===== src/rco_regs.svh =====
// Register offsets, field positions and constants of the receive checksum offload block
`ifndef RCO_REGS_SVH
`define RCO_REGS_SVH
// ==================================================
// Register offsets
`define RCO_OFS_CTL 8'h00
`define RCO_OFS_VLAN 8'h04
`define RCO_OFS_DPSEL 8'h08
`define RCO_OFS_DPADDR 8'h0c
`define RCO_OFS_DPDATA 8'h10
`define RCO_OFS_DPCMD 8'h14
`define RCO_OFS_STAT 8'h18
// ==================================================
// Fields and reset values
`define RCO_CTL_IP 0
`define RCO_CTL_TCP 1
`define RCO_CTL_ICMP 2
`define RCO_CTL_IGMP 3
`define RCO_DPCMD_WR 0
`define RCO_STAT_INIT 0
`define RCO_STAT_DP 1
`define RCO_CTL_RST 4'h0
`define RCO_VLAN_RST 16'h8100
`define RCO_DPSEL_RST 4'h0
`define RCO_DPSEL_RAM 4'h1
// ==================================================
// Filter RAM: 128 VLAN words then 16 hash words
`define RCO_RAM_WORDS 144
`define RCO_RAM_LAST 8'h8f
// ==================================================
// Frame parsing constants
`define RCO_TYPE_POS 16'h000c
`define RCO_VLAN_STEP 16'h0004
`define RCO_SNAP_STEP 16'h0008
`define RCO_TYPE_MIN 16'h0600
`define RCO_TYPE_IPV4 16'h0800
`define RCO_TYPE_IPV6 16'h86dd
`define RCO_MAX_TAGS 2'h2
`define RCO_MIN_IHL 4'h5
`define RCO_PROTO_TCP 8'h06
`define RCO_SUM_OK 16'hffff
`define RCO_OFF_TLEN_HI 16'h0002
`define RCO_OFF_TLEN_LO 16'h0003
`define RCO_OFF_FRAG_LO 16'h0007
`define RCO_OFF_PROTO 16'h0009
`define RCO_OFF_ADDR_LO 16'h000c
`define RCO_OFF_ADDR_HI 16'h0013
`define RCO_MF_BIT 5
`endif


===== src/rco_pkg.sv =====
// Types shared by the receive checksum offload block
`default_nettype none
package rco_pkg;
  typedef struct packed {
    logic [7:0] data;
    logic first;
    logic last;
  } rco_rx_byte_type;

  typedef struct packed {
    logic ip_csum_err;
    logic l4_csum_err;
    logic vlan_tagged;
    logic is_ipv4;
    logic is_ipv6;
  } rco_cmd_a_type;

  typedef struct packed {
    logic [15:0] raw_sum;
  } rco_cmd_b_type;

  typedef enum logic [1:0] {
    RCO_ST_MAC = 2'b00,
    RCO_ST_L3 = 2'b01,
    RCO_ST_SKIP = 2'b10
  } rco_state_type;
endpackage
`default_nettype wire


===== src/rco_rx_checksum_offload.sv =====
// Receive checksum offload with filter RAM, data port and register port
//
// Implementation choices: the address map and the plain strobed port.
`timescale 1ns/10ps
`default_nettype none
`include "rco_regs.svh"
// ==================================================
// How it works
// - Filter RAM holds VLAN and hash tables, words
// - Data port reaches RAM when selected, anytime after clear
// - RAM cleared after reset, port waits meanwhile
// - Parse Type II and SNAP frames
// - Up to two tags of programmable type skipped
// - 0800h is IPv4, 86DDh IPv6 unchecked
// - Bad IPv4 header sum flags error, aborts
// - Header length under 20 bytes is error
// - Header sum including checksum must be FFFFh
// - Raw sum computed when any L4 enable
// - Raw sum little-endian halfwords, odd zero-padded
// - Carries wrap back into the sum
// - Raw sum starts after final type field
// - Raw sum reported in second command word
// - Protocol 6 with enable means TCP check
// - Pseudo header with computed segment length
// - Odd TCP length padded with zero byte
// - TCP sum not FFFFh sets L4 error
// - Fragments skip the TCP check
// - L4-failing frames still delivered, status only
module rco_rx_checksum_offload (
  // Clock and reset
  input wire logic clk_sys,
  input wire logic reset_n,
  // Register port
  input wire logic [7:0] reg_addr,
  input wire logic [31:0] reg_wdata,
  input wire logic reg_wr,
  input wire logic reg_rd,
  output logic [31:0] reg_rdata,
  // Receive byte stream from the MAC, frame check sequence already removed
  input wire logic rx_valid,
  input wire rco_pkg::rco_rx_byte_type rx_byte,
  // Command words to the frame FIFO controller
  output logic cmd_valid,
  output rco_pkg::rco_cmd_a_type cmd_a,
  output rco_pkg::rco_cmd_b_type cmd_b,
  output logic frame_abort
);
  import rco_pkg::*;
  // ==================================================
  // End-around-carry halfword add
  function automatic logic [15:0] add1c(input logic [15:0] a, input logic [15:0] b);
    logic [16:0] s;
    s = {1'b0, a} + {1'b0, b};
    add1c = s[15:0] + {15'h0000, s[16]};
  endfunction
  // ==================================================
  // Control registers, data port and filter RAM
  logic [3:0] ctl_r, ctl_nxt;
  logic [15:0] vlan_tag_type_value_r, vlan_tag_type_value_nxt;
  logic [3:0] data_port_ram_select_r, data_port_ram_select_nxt;
  logic [7:0] dp_addr_r, dp_addr_nxt;
  logic [31:0] dp_data_r, dp_data_nxt;
  logic dp_pend_r, dp_pend_nxt;
  logic dp_wr_r, dp_wr_nxt;
  logic init_busy_r, init_busy_nxt;
  logic [7:0] init_idx_r, init_idx_nxt;
  logic [31:0] rdata_r, rdata_nxt;
  logic [31:0] ram_r [`RCO_RAM_WORDS];
  logic ram_we;
  logic [7:0] ram_idx;
  logic [31:0] ram_wd;
  logic dp_exec;
  logic dp_ram;
  always_comb begin
    ctl_nxt = ctl_r;
    vlan_tag_type_value_nxt = vlan_tag_type_value_r;
    data_port_ram_select_nxt = data_port_ram_select_r;
    dp_addr_nxt = dp_addr_r;
    dp_data_nxt = dp_data_r;
    dp_pend_nxt = dp_pend_r;
    dp_wr_nxt = dp_wr_r;
    init_busy_nxt = init_busy_r;
    init_idx_nxt = init_idx_r;
    rdata_nxt = 32'h0000_0000;
    ram_we = 1'b0;
    ram_idx = init_idx_r;
    ram_wd = 32'h0000_0000;
    dp_ram = (data_port_ram_select_r == `RCO_DPSEL_RAM) && (dp_addr_r <= `RCO_RAM_LAST);
    // port held off while the clear runs
    dp_exec = dp_pend_r && !init_busy_r;
    if (init_busy_r) begin
      ram_we = 1'b1;
      init_idx_nxt = init_idx_r + 8'h01;
      init_busy_nxt = (init_idx_r != `RCO_RAM_LAST);
    end else if (dp_exec) begin
      // data port access, traffic keeps running
      dp_pend_nxt = 1'b0;
      ram_idx = dp_addr_r;
      ram_wd = dp_data_r;
      ram_we = dp_wr_r && dp_ram;
      dp_data_nxt = dp_wr_r ? dp_data_r : (dp_ram ? ram_r[dp_addr_r] : 32'h0000_0000);
    end
    if (reg_wr) begin
      case (reg_addr)
        `RCO_OFS_CTL: ctl_nxt = reg_wdata[3:0];
        `RCO_OFS_VLAN: vlan_tag_type_value_nxt = reg_wdata[15:0];
        `RCO_OFS_DPSEL: data_port_ram_select_nxt = reg_wdata[3:0];
        `RCO_OFS_DPADDR: dp_addr_nxt = reg_wdata[7:0];
        `RCO_OFS_DPDATA: dp_data_nxt = reg_wdata;
        `RCO_OFS_DPCMD: begin
          dp_pend_nxt = 1'b1;
          dp_wr_nxt = reg_wdata[`RCO_DPCMD_WR];
        end
        default: ;
      endcase
    end
    if (reg_rd) begin
      case (reg_addr)
        `RCO_OFS_CTL: rdata_nxt = {28'h0000000, ctl_r};
        `RCO_OFS_VLAN: rdata_nxt = {16'h0000, vlan_tag_type_value_r};
        `RCO_OFS_DPSEL: rdata_nxt = {28'h0000000, data_port_ram_select_r};
        `RCO_OFS_DPADDR: rdata_nxt = {24'h000000, dp_addr_r};
        `RCO_OFS_DPDATA: rdata_nxt = dp_data_r;
        `RCO_OFS_DPCMD: rdata_nxt = {31'h00000000, dp_wr_r};
        `RCO_OFS_STAT: rdata_nxt = {30'h00000000, dp_pend_r, init_busy_r};
        default: rdata_nxt = 32'h0000_0000;
      endcase
    end
  end
  always_ff @(posedge clk_sys or negedge reset_n) begin
    if (!reset_n) begin
      ctl_r <= `RCO_CTL_RST;
      vlan_tag_type_value_r <= `RCO_VLAN_RST;
      data_port_ram_select_r <= `RCO_DPSEL_RST;
      dp_addr_r <= 8'h00;
      dp_data_r <= 32'h0000_0000;
      dp_pend_r <= 1'b0;
      dp_wr_r <= 1'b0;
      init_busy_r <= 1'b1;
      init_idx_r <= 8'h00;
      rdata_r <= 32'h0000_0000;
    end else begin
      ctl_r <= ctl_nxt;
      vlan_tag_type_value_r <= vlan_tag_type_value_nxt;
      data_port_ram_select_r <= data_port_ram_select_nxt;
      dp_addr_r <= dp_addr_nxt;
      dp_data_r <= dp_data_nxt;
      dp_pend_r <= dp_pend_nxt;
      dp_wr_r <= dp_wr_nxt;
      init_busy_r <= init_busy_nxt;
      init_idx_r <= init_idx_nxt;
      rdata_r <= rdata_nxt;
    end
  end
  // one word-addressed store for both tables; no reset, the walk clears it
  always_ff @(posedge clk_sys) begin
    if (ram_we)
      ram_r[ram_idx] <= ram_wd;
  end
  assign reg_rdata = rdata_r;
  // ==================================================
  // Frame parser and checksum accumulators
  rco_state_type st_r, st_nxt;
  logic [15:0] pos_r, pos_nxt, type_pos_r, type_pos_nxt, off_r, off_nxt;
  logic [1:0] tags_r, tags_nxt;
  logic [7:0] hold_r, hold_nxt, proto_r, proto_nxt;
  logic is4_r, is4_nxt, is6_r, is6_nxt;
  logic [3:0] ihl_r, ihl_nxt;
  logic [15:0] tlen_r, tlen_nxt;
  logic frag_r, frag_nxt;
  logic [15:0] raw_r, raw_nxt, ip_r, ip_nxt, l4_r, l4_nxt;
  logic [7:0] tail_r, tail_nxt;
  logic tail_odd_r, tail_odd_nxt;
  logic [15:0] pos, hlen, ttype, raw_fin, ip_fin, l4_fin, l4_pad;
  logic fin, ip_err, l4_err;
  logic cmd_valid_r, abort_r;
  rco_cmd_a_type cmd_a_r, cmd_a_nxt;
  rco_cmd_b_type cmd_b_r, cmd_b_nxt;
  always_comb begin
    st_nxt = st_r;
    pos_nxt = pos_r;
    type_pos_nxt = type_pos_r;
    off_nxt = off_r;
    tags_nxt = tags_r;
    hold_nxt = hold_r;
    proto_nxt = proto_r;
    is4_nxt = is4_r;
    is6_nxt = is6_r;
    ihl_nxt = ihl_r;
    tlen_nxt = tlen_r;
    frag_nxt = frag_r;
    raw_nxt = raw_r;
    ip_nxt = ip_r;
    l4_nxt = l4_r;
    tail_nxt = tail_r;
    tail_odd_nxt = tail_odd_r;
    cmd_a_nxt = cmd_a_r;
    cmd_b_nxt = cmd_b_r;
    fin = rx_valid && rx_byte.last;
    pos = rx_byte.first ? 16'h0000 : pos_r;
    hlen = {10'h000, ihl_r, 2'b00};
    ttype = {hold_r, rx_byte.data};
    raw_fin = raw_r;
    ip_fin = ip_r;
    l4_fin = l4_r;
    l4_pad = 16'h0000;
    if (rx_valid) begin
      pos_nxt = pos + 16'h0001;
      if (rx_byte.first) begin
        st_nxt = RCO_ST_MAC;
        type_pos_nxt = `RCO_TYPE_POS;
        tags_nxt = 2'h0;
        is4_nxt = 1'b0;
        is6_nxt = 1'b0;
        ihl_nxt = 4'h0;
        tlen_nxt = 16'h0000;
        frag_nxt = 1'b0;
        proto_nxt = 8'h00;
        raw_nxt = 16'h0000;
        ip_nxt = 16'h0000;
        l4_nxt = 16'h0000;
        tail_odd_nxt = 1'b0;
        cmd_a_nxt = '0;
      end
      case (st_nxt)
        RCO_ST_MAC: begin
          if (pos == type_pos_nxt) begin
            hold_nxt = rx_byte.data;
          end else if (pos == type_pos_nxt + 16'h0001) begin
            if (ttype == vlan_tag_type_value_r && tags_nxt != `RCO_MAX_TAGS) begin
              tags_nxt = tags_nxt + 2'h1;
              type_pos_nxt = type_pos_nxt + `RCO_VLAN_STEP;
              cmd_a_nxt.vlan_tagged = 1'b1;
            // length field means LLC/SNAP header follows
            end else if (ttype < `RCO_TYPE_MIN) begin
              type_pos_nxt = type_pos_nxt + `RCO_SNAP_STEP;
            end else begin
              is4_nxt = (ttype == `RCO_TYPE_IPV4);
              is6_nxt = (ttype == `RCO_TYPE_IPV6);
              cmd_a_nxt.is_ipv4 = is4_nxt;
              cmd_a_nxt.is_ipv6 = is6_nxt;
              // raw sum begins with the next byte
              st_nxt = RCO_ST_L3;
              off_nxt = 16'h0000;
            end
          end
        end
        RCO_ST_L3: begin
          off_nxt = off_r + 16'h0001;
          if (!off_r[0]) begin
            hold_nxt = rx_byte.data;
            // odd final byte pairs with zero high byte
            raw_fin = add1c(raw_r, {8'h00, rx_byte.data});
          end else begin
            // even byte low, odd byte high
            raw_nxt = add1c(raw_r, {rx_byte.data, hold_r});
            raw_fin = raw_nxt;
            // big-endian header halfwords incl. stored sum
            if (off_r < hlen)
              ip_nxt = add1c(ip_r, ttype);
            if ((off_r >= `RCO_OFF_ADDR_LO && off_r <= `RCO_OFF_ADDR_HI) ||
                (off_r >= hlen && off_r < tlen_r))
              l4_nxt = add1c(l4_r, ttype);
          end
          if (off_r == 16'h0000)
            ihl_nxt = rx_byte.data[3:0];
          if (off_r == `RCO_OFF_TLEN_HI)
            tlen_nxt = {rx_byte.data, 8'h00};
          if (off_r == `RCO_OFF_TLEN_LO)
            tlen_nxt = {tlen_r[15:8], rx_byte.data};
          if (off_r == `RCO_OFF_FRAG_LO)
            frag_nxt = hold_r[`RCO_MF_BIT] || ({hold_r[4:0], rx_byte.data} != 13'h0000);
          if (off_r == `RCO_OFF_PROTO)
            proto_nxt = rx_byte.data;
          // remember an unpaired last segment byte
          if (!off_r[0] && off_r >= hlen && off_r + 16'h0001 == tlen_r) begin
            tail_nxt = rx_byte.data;
            tail_odd_nxt = 1'b1;
          end
        end
        default: ;
      endcase
    end
    ip_fin = ip_nxt;
    // zero byte appended after the last data byte
    l4_pad = tail_odd_nxt ? {tail_nxt, 8'h00} : 16'h0000;
    // protocol plus total length minus four times header length
    l4_fin = add1c(add1c(add1c(l4_nxt, l4_pad), {8'h00, proto_nxt}),
                   tlen_nxt - {10'h000, ihl_nxt, 2'b00});
    // header checked only when enabled; short header always bad
    ip_err = ctl_r[`RCO_CTL_IP] && is4_nxt && (ihl_nxt < `RCO_MIN_IHL || ip_fin != `RCO_SUM_OK);
    // TCP over IPv4; anything but FFFFh fails
    l4_err = ctl_r[`RCO_CTL_TCP] && is4_nxt && proto_nxt == `RCO_PROTO_TCP &&
             !frag_nxt && ihl_nxt >= `RCO_MIN_IHL && l4_fin != `RCO_SUM_OK;
    if (fin) begin
      // error bits and raw sum settle on the last byte
      cmd_a_nxt.ip_csum_err = ip_err;
      cmd_a_nxt.l4_csum_err = l4_err;
      // computed always, so valid with any L4 enable
      // raw sum into the second command word
      cmd_b_nxt.raw_sum = (st_nxt == RCO_ST_L3) ? raw_fin : 16'h0000;
      st_nxt = RCO_ST_SKIP;
    end
  end
  always_ff @(posedge clk_sys or negedge reset_n) begin
    if (!reset_n) begin
      st_r <= RCO_ST_SKIP;
      pos_r <= 16'h0000;
      type_pos_r <= `RCO_TYPE_POS;
      off_r <= 16'h0000;
      tags_r <= 2'h0;
      hold_r <= 8'h00;
      proto_r <= 8'h00;
      is4_r <= 1'b0;
      is6_r <= 1'b0;
      ihl_r <= 4'h0;
      tlen_r <= 16'h0000;
      frag_r <= 1'b0;
      raw_r <= 16'h0000;
      ip_r <= 16'h0000;
      l4_r <= 16'h0000;
      tail_r <= 8'h00;
      tail_odd_r <= 1'b0;
      cmd_valid_r <= 1'b0;
      abort_r <= 1'b0;
      cmd_a_r <= '0;
      cmd_b_r <= '0;
    end else begin
      st_r <= st_nxt;
      pos_r <= pos_nxt;
      type_pos_r <= type_pos_nxt;
      off_r <= off_nxt;
      tags_r <= tags_nxt;
      hold_r <= hold_nxt;
      proto_r <= proto_nxt;
      is4_r <= is4_nxt;
      is6_r <= is6_nxt;
      ihl_r <= ihl_nxt;
      tlen_r <= tlen_nxt;
      frag_r <= frag_nxt;
      raw_r <= raw_nxt;
      ip_r <= ip_nxt;
      l4_r <= l4_nxt;
      tail_r <= tail_nxt;
      tail_odd_r <= tail_odd_nxt;
      cmd_valid_r <= fin;
      // abort goes out beside the erroring command words
      abort_r <= fin && ip_err;
      cmd_a_r <= cmd_a_nxt;
      cmd_b_r <= cmd_b_nxt;
    end
  end
  assign cmd_valid = cmd_valid_r;
  assign cmd_a = cmd_a_r;
  assign cmd_b = cmd_b_r;
  assign frame_abort = abort_r;
endmodule
`default_nettype wire


===== config.mk =====
export PLATFORM = sky130hd
export DESIGN_NAME = rco_rx_checksum_offload
export DESIGN_NICKNAME = d
export VERILOG_FILES = /design/src/rco_pkg.sv /design/src/rco_rx_checksum_offload.sv
export VERILOG_INCLUDE_DIRS = /design/src
export SDC_FILE = /design/constraint.sdc
export NUM_CORES = 2
export LEC_CHECK = 0
export BUFFER_PORTS_ARGS = -buffer_cell sky130_fd_sc_hd__buf_4
export CAP_MARGIN = 15
export CORE_MARGIN = 2
export CORE_UTILIZATION = 35
export CTS_BUF_LIST = sky130_fd_sc_hd__clkbuf_8 sky130_fd_sc_hd__clkbuf_16
export DETAILED_ROUTE_END_ITERATION = 7
export PLACE_DENSITY_LB_ADDON = 0.25
export SLEW_MARGIN = 20
export SYNTH_ARGS = -nofsm -noshare
export SYNTH_HDL_FRONTEND = slang
export SYNTH_MEMORY_MAX_BITS = 65536
export SYNTH_SLANG_ARGS = --single-unit

===== constraint.sdc =====
create_clock -name clk_sys -period 37.9 [get_ports clk_sys]
set_input_delay 5.685 -clock clk_sys [delete_from_list [all_inputs] [get_ports clk_sys]]
set_output_delay 5.685 -clock clk_sys [all_outputs]
set_load 0.1 [all_outputs]

==> flow_summary_export.csv <==
group,metric,value,unit
status,status,"finished clean",
hold_path,hp-class,"reg2reg",
placement,post-place-cells,16500,
floorplanning,row_count,274,
synth,synth_mux_area_frac,0.179,
clock_tree,cts_buffers,518,
routing,drc,0,
sta,tightest_slew,1.21,ns
final_layout,area_growth_syn_to_layout,14.6,%
synth,synthXorXnorAreaFrac,0.0118,
synth,synth.avg_cell_area,21.6,um^2
sta,period_needed,18.76,ns
sta,timing.final.ws_setup,19.14,ns
sta,setup_violations,0,
hold_path,hold_depth,2,
final_layout,fin_cells,17400,
setup_path,rr_startpoint,"l4_r[0]$_DFF_PN0_",
placement,place.port_buffers,109,
final_layout,multiInputGateArea,0.0490,mm^2
routing,antenna_left,0,
setup_path,reg2reg_depth,76,
setup_path,worstReg2RegEnd,"cmd_a[3]$_DFFE_PN0P_",
setup_path,cpMostUsedCell,"ha_1",
synth,ys_ff_latch,4885,
synth,synth-seq-area-share,0.744,
final_layout,drive_above_1_share,0.295,
global_routing,groute.usage.overall,0.196,
synth,yosys.area_share.simple,0.0252,
clock_tree,clkSinkCount,4885,
sta,final.setup_skew,0.0647,ns
sta,rsz0062_at_grt,"false",
setup_path,critPathRequiredTime,38.77,ns
setup_path,startpoint,"rx_byte[2]",
sta,final.setup.tns,0,ns
placement,routabilityCongestion,0.831,
routing,num_vias,97200,
placement,dp_slack,18.20,ns
synth,async_flop_share,0.0567,
hold_path,hold_start,"cmd_a[2]$_DFFE_PN0P_",
setup_path,crit_fanout,14,
setup_path,start_kind,"primary input",
routing,dr.pass1.iters,6,
clock_tree,cts_buffer_depth,4,
final_layout,final_util,0.402,
final_layout,fillers,48800,
floorplanning,dieWidth,751,um
floorplanning,fp.dieH,751,um
setup_path,max_stage_delay,0.47,ns
final_layout,register_area,0.145,mm^2
synth,synth_compound_area_frac,0.0195,
setup_path,rrSetupSlack,23.71,ns
floorplanning,initial_utilization,0.351,
setup_path,worst_path_max_delay_cell,"mux2i_1",
routing,initialDrtViolationCount,12400,
clock_tree,htreeDepth,6,
synth,syn-num-nets,9243,
power,powerDensity,49.1,mW/mm^2
setup_path,crit_type,"in2reg",
synth,synthAdderAreaFrac,0.00954,
global_routing,grt_max_degree,138,
global_routing,grt_pass1_vias,98900,
synth,synth_edf_count,4608,
setup_path,arrival,19.64,ns
clock_tree,clkSlewWorstSetupHoldPaths,0.06,ns
synth,synth_area,0.195,mm^2
sta,timing.slew.headroom,0.187,
floorplanning,core_area,0.556,mm^2
hold_path,hold_end,"cmd_a[2]$_DFFE_PN0P_",
power,leakagePower,81.7,nW
routing,wirelength,562,mm
global_routing,grt_pass1_wl,782,mm
sta,drv_slew,0,
synth,synth_top_family_by_area,"multiplexers",
placement,dp_hpwl,317,mm
floorplanning,die_area,0.564,mm^2
sta,fin_crit_sh,0.495,
clock_tree,cts_tree,"yes",
sta,fmax,53.3,MHz
routing,viasPerCell,5.59,
global_routing,antenna_found_initial,61,
synth,ys.flop_type,"edfxtp_1",
clock_tree,post_cts_resized,0,
final_layout,finalNetCount,9726,
job,drv_cap,0,
clock_tree,cts_setup_buffers,0,
clock_tree,clk_latency,1.05,ns
synth,synth_warnings,0,
synth,ys_types,100,
global_routing,overflow,0,
floorplanning,num_io_pins,110,
setup_path,crit_path_end_kind,"flop",
routing,wl_per_cell,32.3,um
power,peakVddDrop,0.0491,mV
clock_tree,ctsHoldBuffers,0,
clock_tree,cts_root_buf,"clkbuf_16",
sta,final_hold_viol_count,0,
synth,synthCells,9044,
power,finalPower,0.0110,W
-- through the flow --
stage,cell area (um^2),hold WS [ns]
final,224000,0.485
after global routing,224000,0.504
after CTS,223000,0.487
after detailed placement,207000,0.476
after global placement,207000,0.470
after floorplan,195000,0.449
-- worst max-delay path: cells and delay by family --
family / cells / cell delay, ns
adder cells (fa/ha/maj): 14 / 3.47
XOR/XNOR: 3 / 0.48
buffers and inverters: 6 / 0.59
AO/OA/AOI/OAI: 29 / 5.11
multiplexers: 1 / 0.47
AND/OR/NAND/NOR: 24 / 3.73
-- state kept, by name (all words and copies together), names as in the netlist, 2 cells and up --
signal,cells
init_idx_r,8
data_port_ram_select_r,4
pos_r,16
type_pos_r,16
st_r,2
proto_r,8
ihl_r,4
l4_r,16
tlen_r,16
raw_r,16
cmd_b,16
ctl_r,4
cmd_a,5
tail_r,8
vlan_tag_type_value_r,16
reg_rdata,32
ram_r,4608
off_r,16
dp_data_r,32
tags_r,2
hold_r,8
ip_r,16
dp_addr_r,8
-- cell usage after synthesis, types with 7 or more instances --
library cell  number  area share
mux2_2            52      0.0030
o31ai_1           17     0.00065
a22o_1            31      0.0014
inv_1             82      0.0016
mux4_2          1504        0.17
or4_1              7     0.00027
a211oi_1          10     0.00038
nand3b_1          16     0.00062
fa_1               8     0.00082
nor2_1           308      0.0059
dfrtp_1          271       0.035
a21oi_1          138      0.0035
o21bai_1          23     0.00088
o211ai_1          10     0.00038
nand4b_1           7     0.00031
xnor2_1          158      0.0071
nand2_1          294      0.0057
nand2b_1          27     0.00087
mux2i_1           42      0.0022
clkbuf_1         334      0.0064
a31oi_1           18     0.00058
and3_1            45      0.0014
a21o_1            38      0.0015
o21ai_0          156      0.0040
buf_2              8     0.00021
nor4_1            21     0.00067
o21a_1             8     0.00031
nor3b_1           15     0.00058
and2_1            48      0.0015
buf_1            112      0.0022
or3_1              9     0.00029
xor2_1           104      0.0047
ha_1             136      0.0087
nor2b_1           30     0.00096
edfxtp_1        4608        0.71
nor3_1            38     0.00097
a22oi_1           62      0.0024
nand3_1           82      0.0021
or2_2             12     0.00038
nand4_1           27     0.00087
-- final cells by class --
type / instances / area share
Tap cell: 7452 / 0.0417
Timing Repair Buffer: 423 / 0.0153
Clock inverter: 378 / 0.0132
Antenna cell: 24 / 0.000268
Clock buffer: 536 / 0.0595
Multi-Input combinational cell: 3614 / 0.219
Sequential cell: 4885 / 0.650
Inverter: 85 / 0.00143
-- how the worst max path moves through the flow --
stage / depth (start not counted) / slack (ns) / end
after floorplan: 75 / 20.70 / cmd_a[3]$_DFFE_PN0P_
after global placement: 77 / 17.76 / cmd_a[3]$_DFFE_PN0P_
after detailed placement: 77 / 18.20 / cmd_a[3]$_DFFE_PN0P_
after CTS: 77 / 19.23 / cmd_a[3]$_DFFE_PN0P_
after global routing: 77 / 17.89 / cmd_a[3]$_DFFE_PN0P_
final: 77 / 19.14 / cmd_a[3]$_DFFE_PN0P_
-- power by group --
part	switching [W]	internal, W
Sequential	0.0000220	0.00582
Clock	0.00213	0.00277
Combinational	0.000156	0.000100
Total	0.00230	0.00869
-- layer usage --
layer  track usage  vias up  part of all wire  wire length [um]
met3        0.0326      787             0.076             42500
met4        0.0531        8             0.028             15800
met1         0.269    53400              0.41            229000
met2         0.323     4084              0.49            274000
met5             0        -          0.000096                54
li1              -    38900                 -                 -
-- cell usage in the layout, fill, tap and decap left out, drive strengths merged, types with 49 or more instances in the layout --
cell       n
a21oi    139
mux2      54
a22oi     62
o21ai    164
clkinv   199
inv      228
nor2     311
edfxtp  4608
xnor2    158
nand3     82
clkbuf   536
xor2     105
and2      49
buf      423
nand2    295
dfrtp    271
mux4    1504
ha       136
-- logic make-up (layout without fill, tap and decap cells) --
logic type	Yosys count	after routing
mux	1600	1600
other cells	0	24
buf+inv	545	1422
flops	4885	4885
xor+xnor	263	263
fa+ha+maj	144	144
compound gates	588	588
simple gates	1019	1019
(Power assumes the default switching activity.)
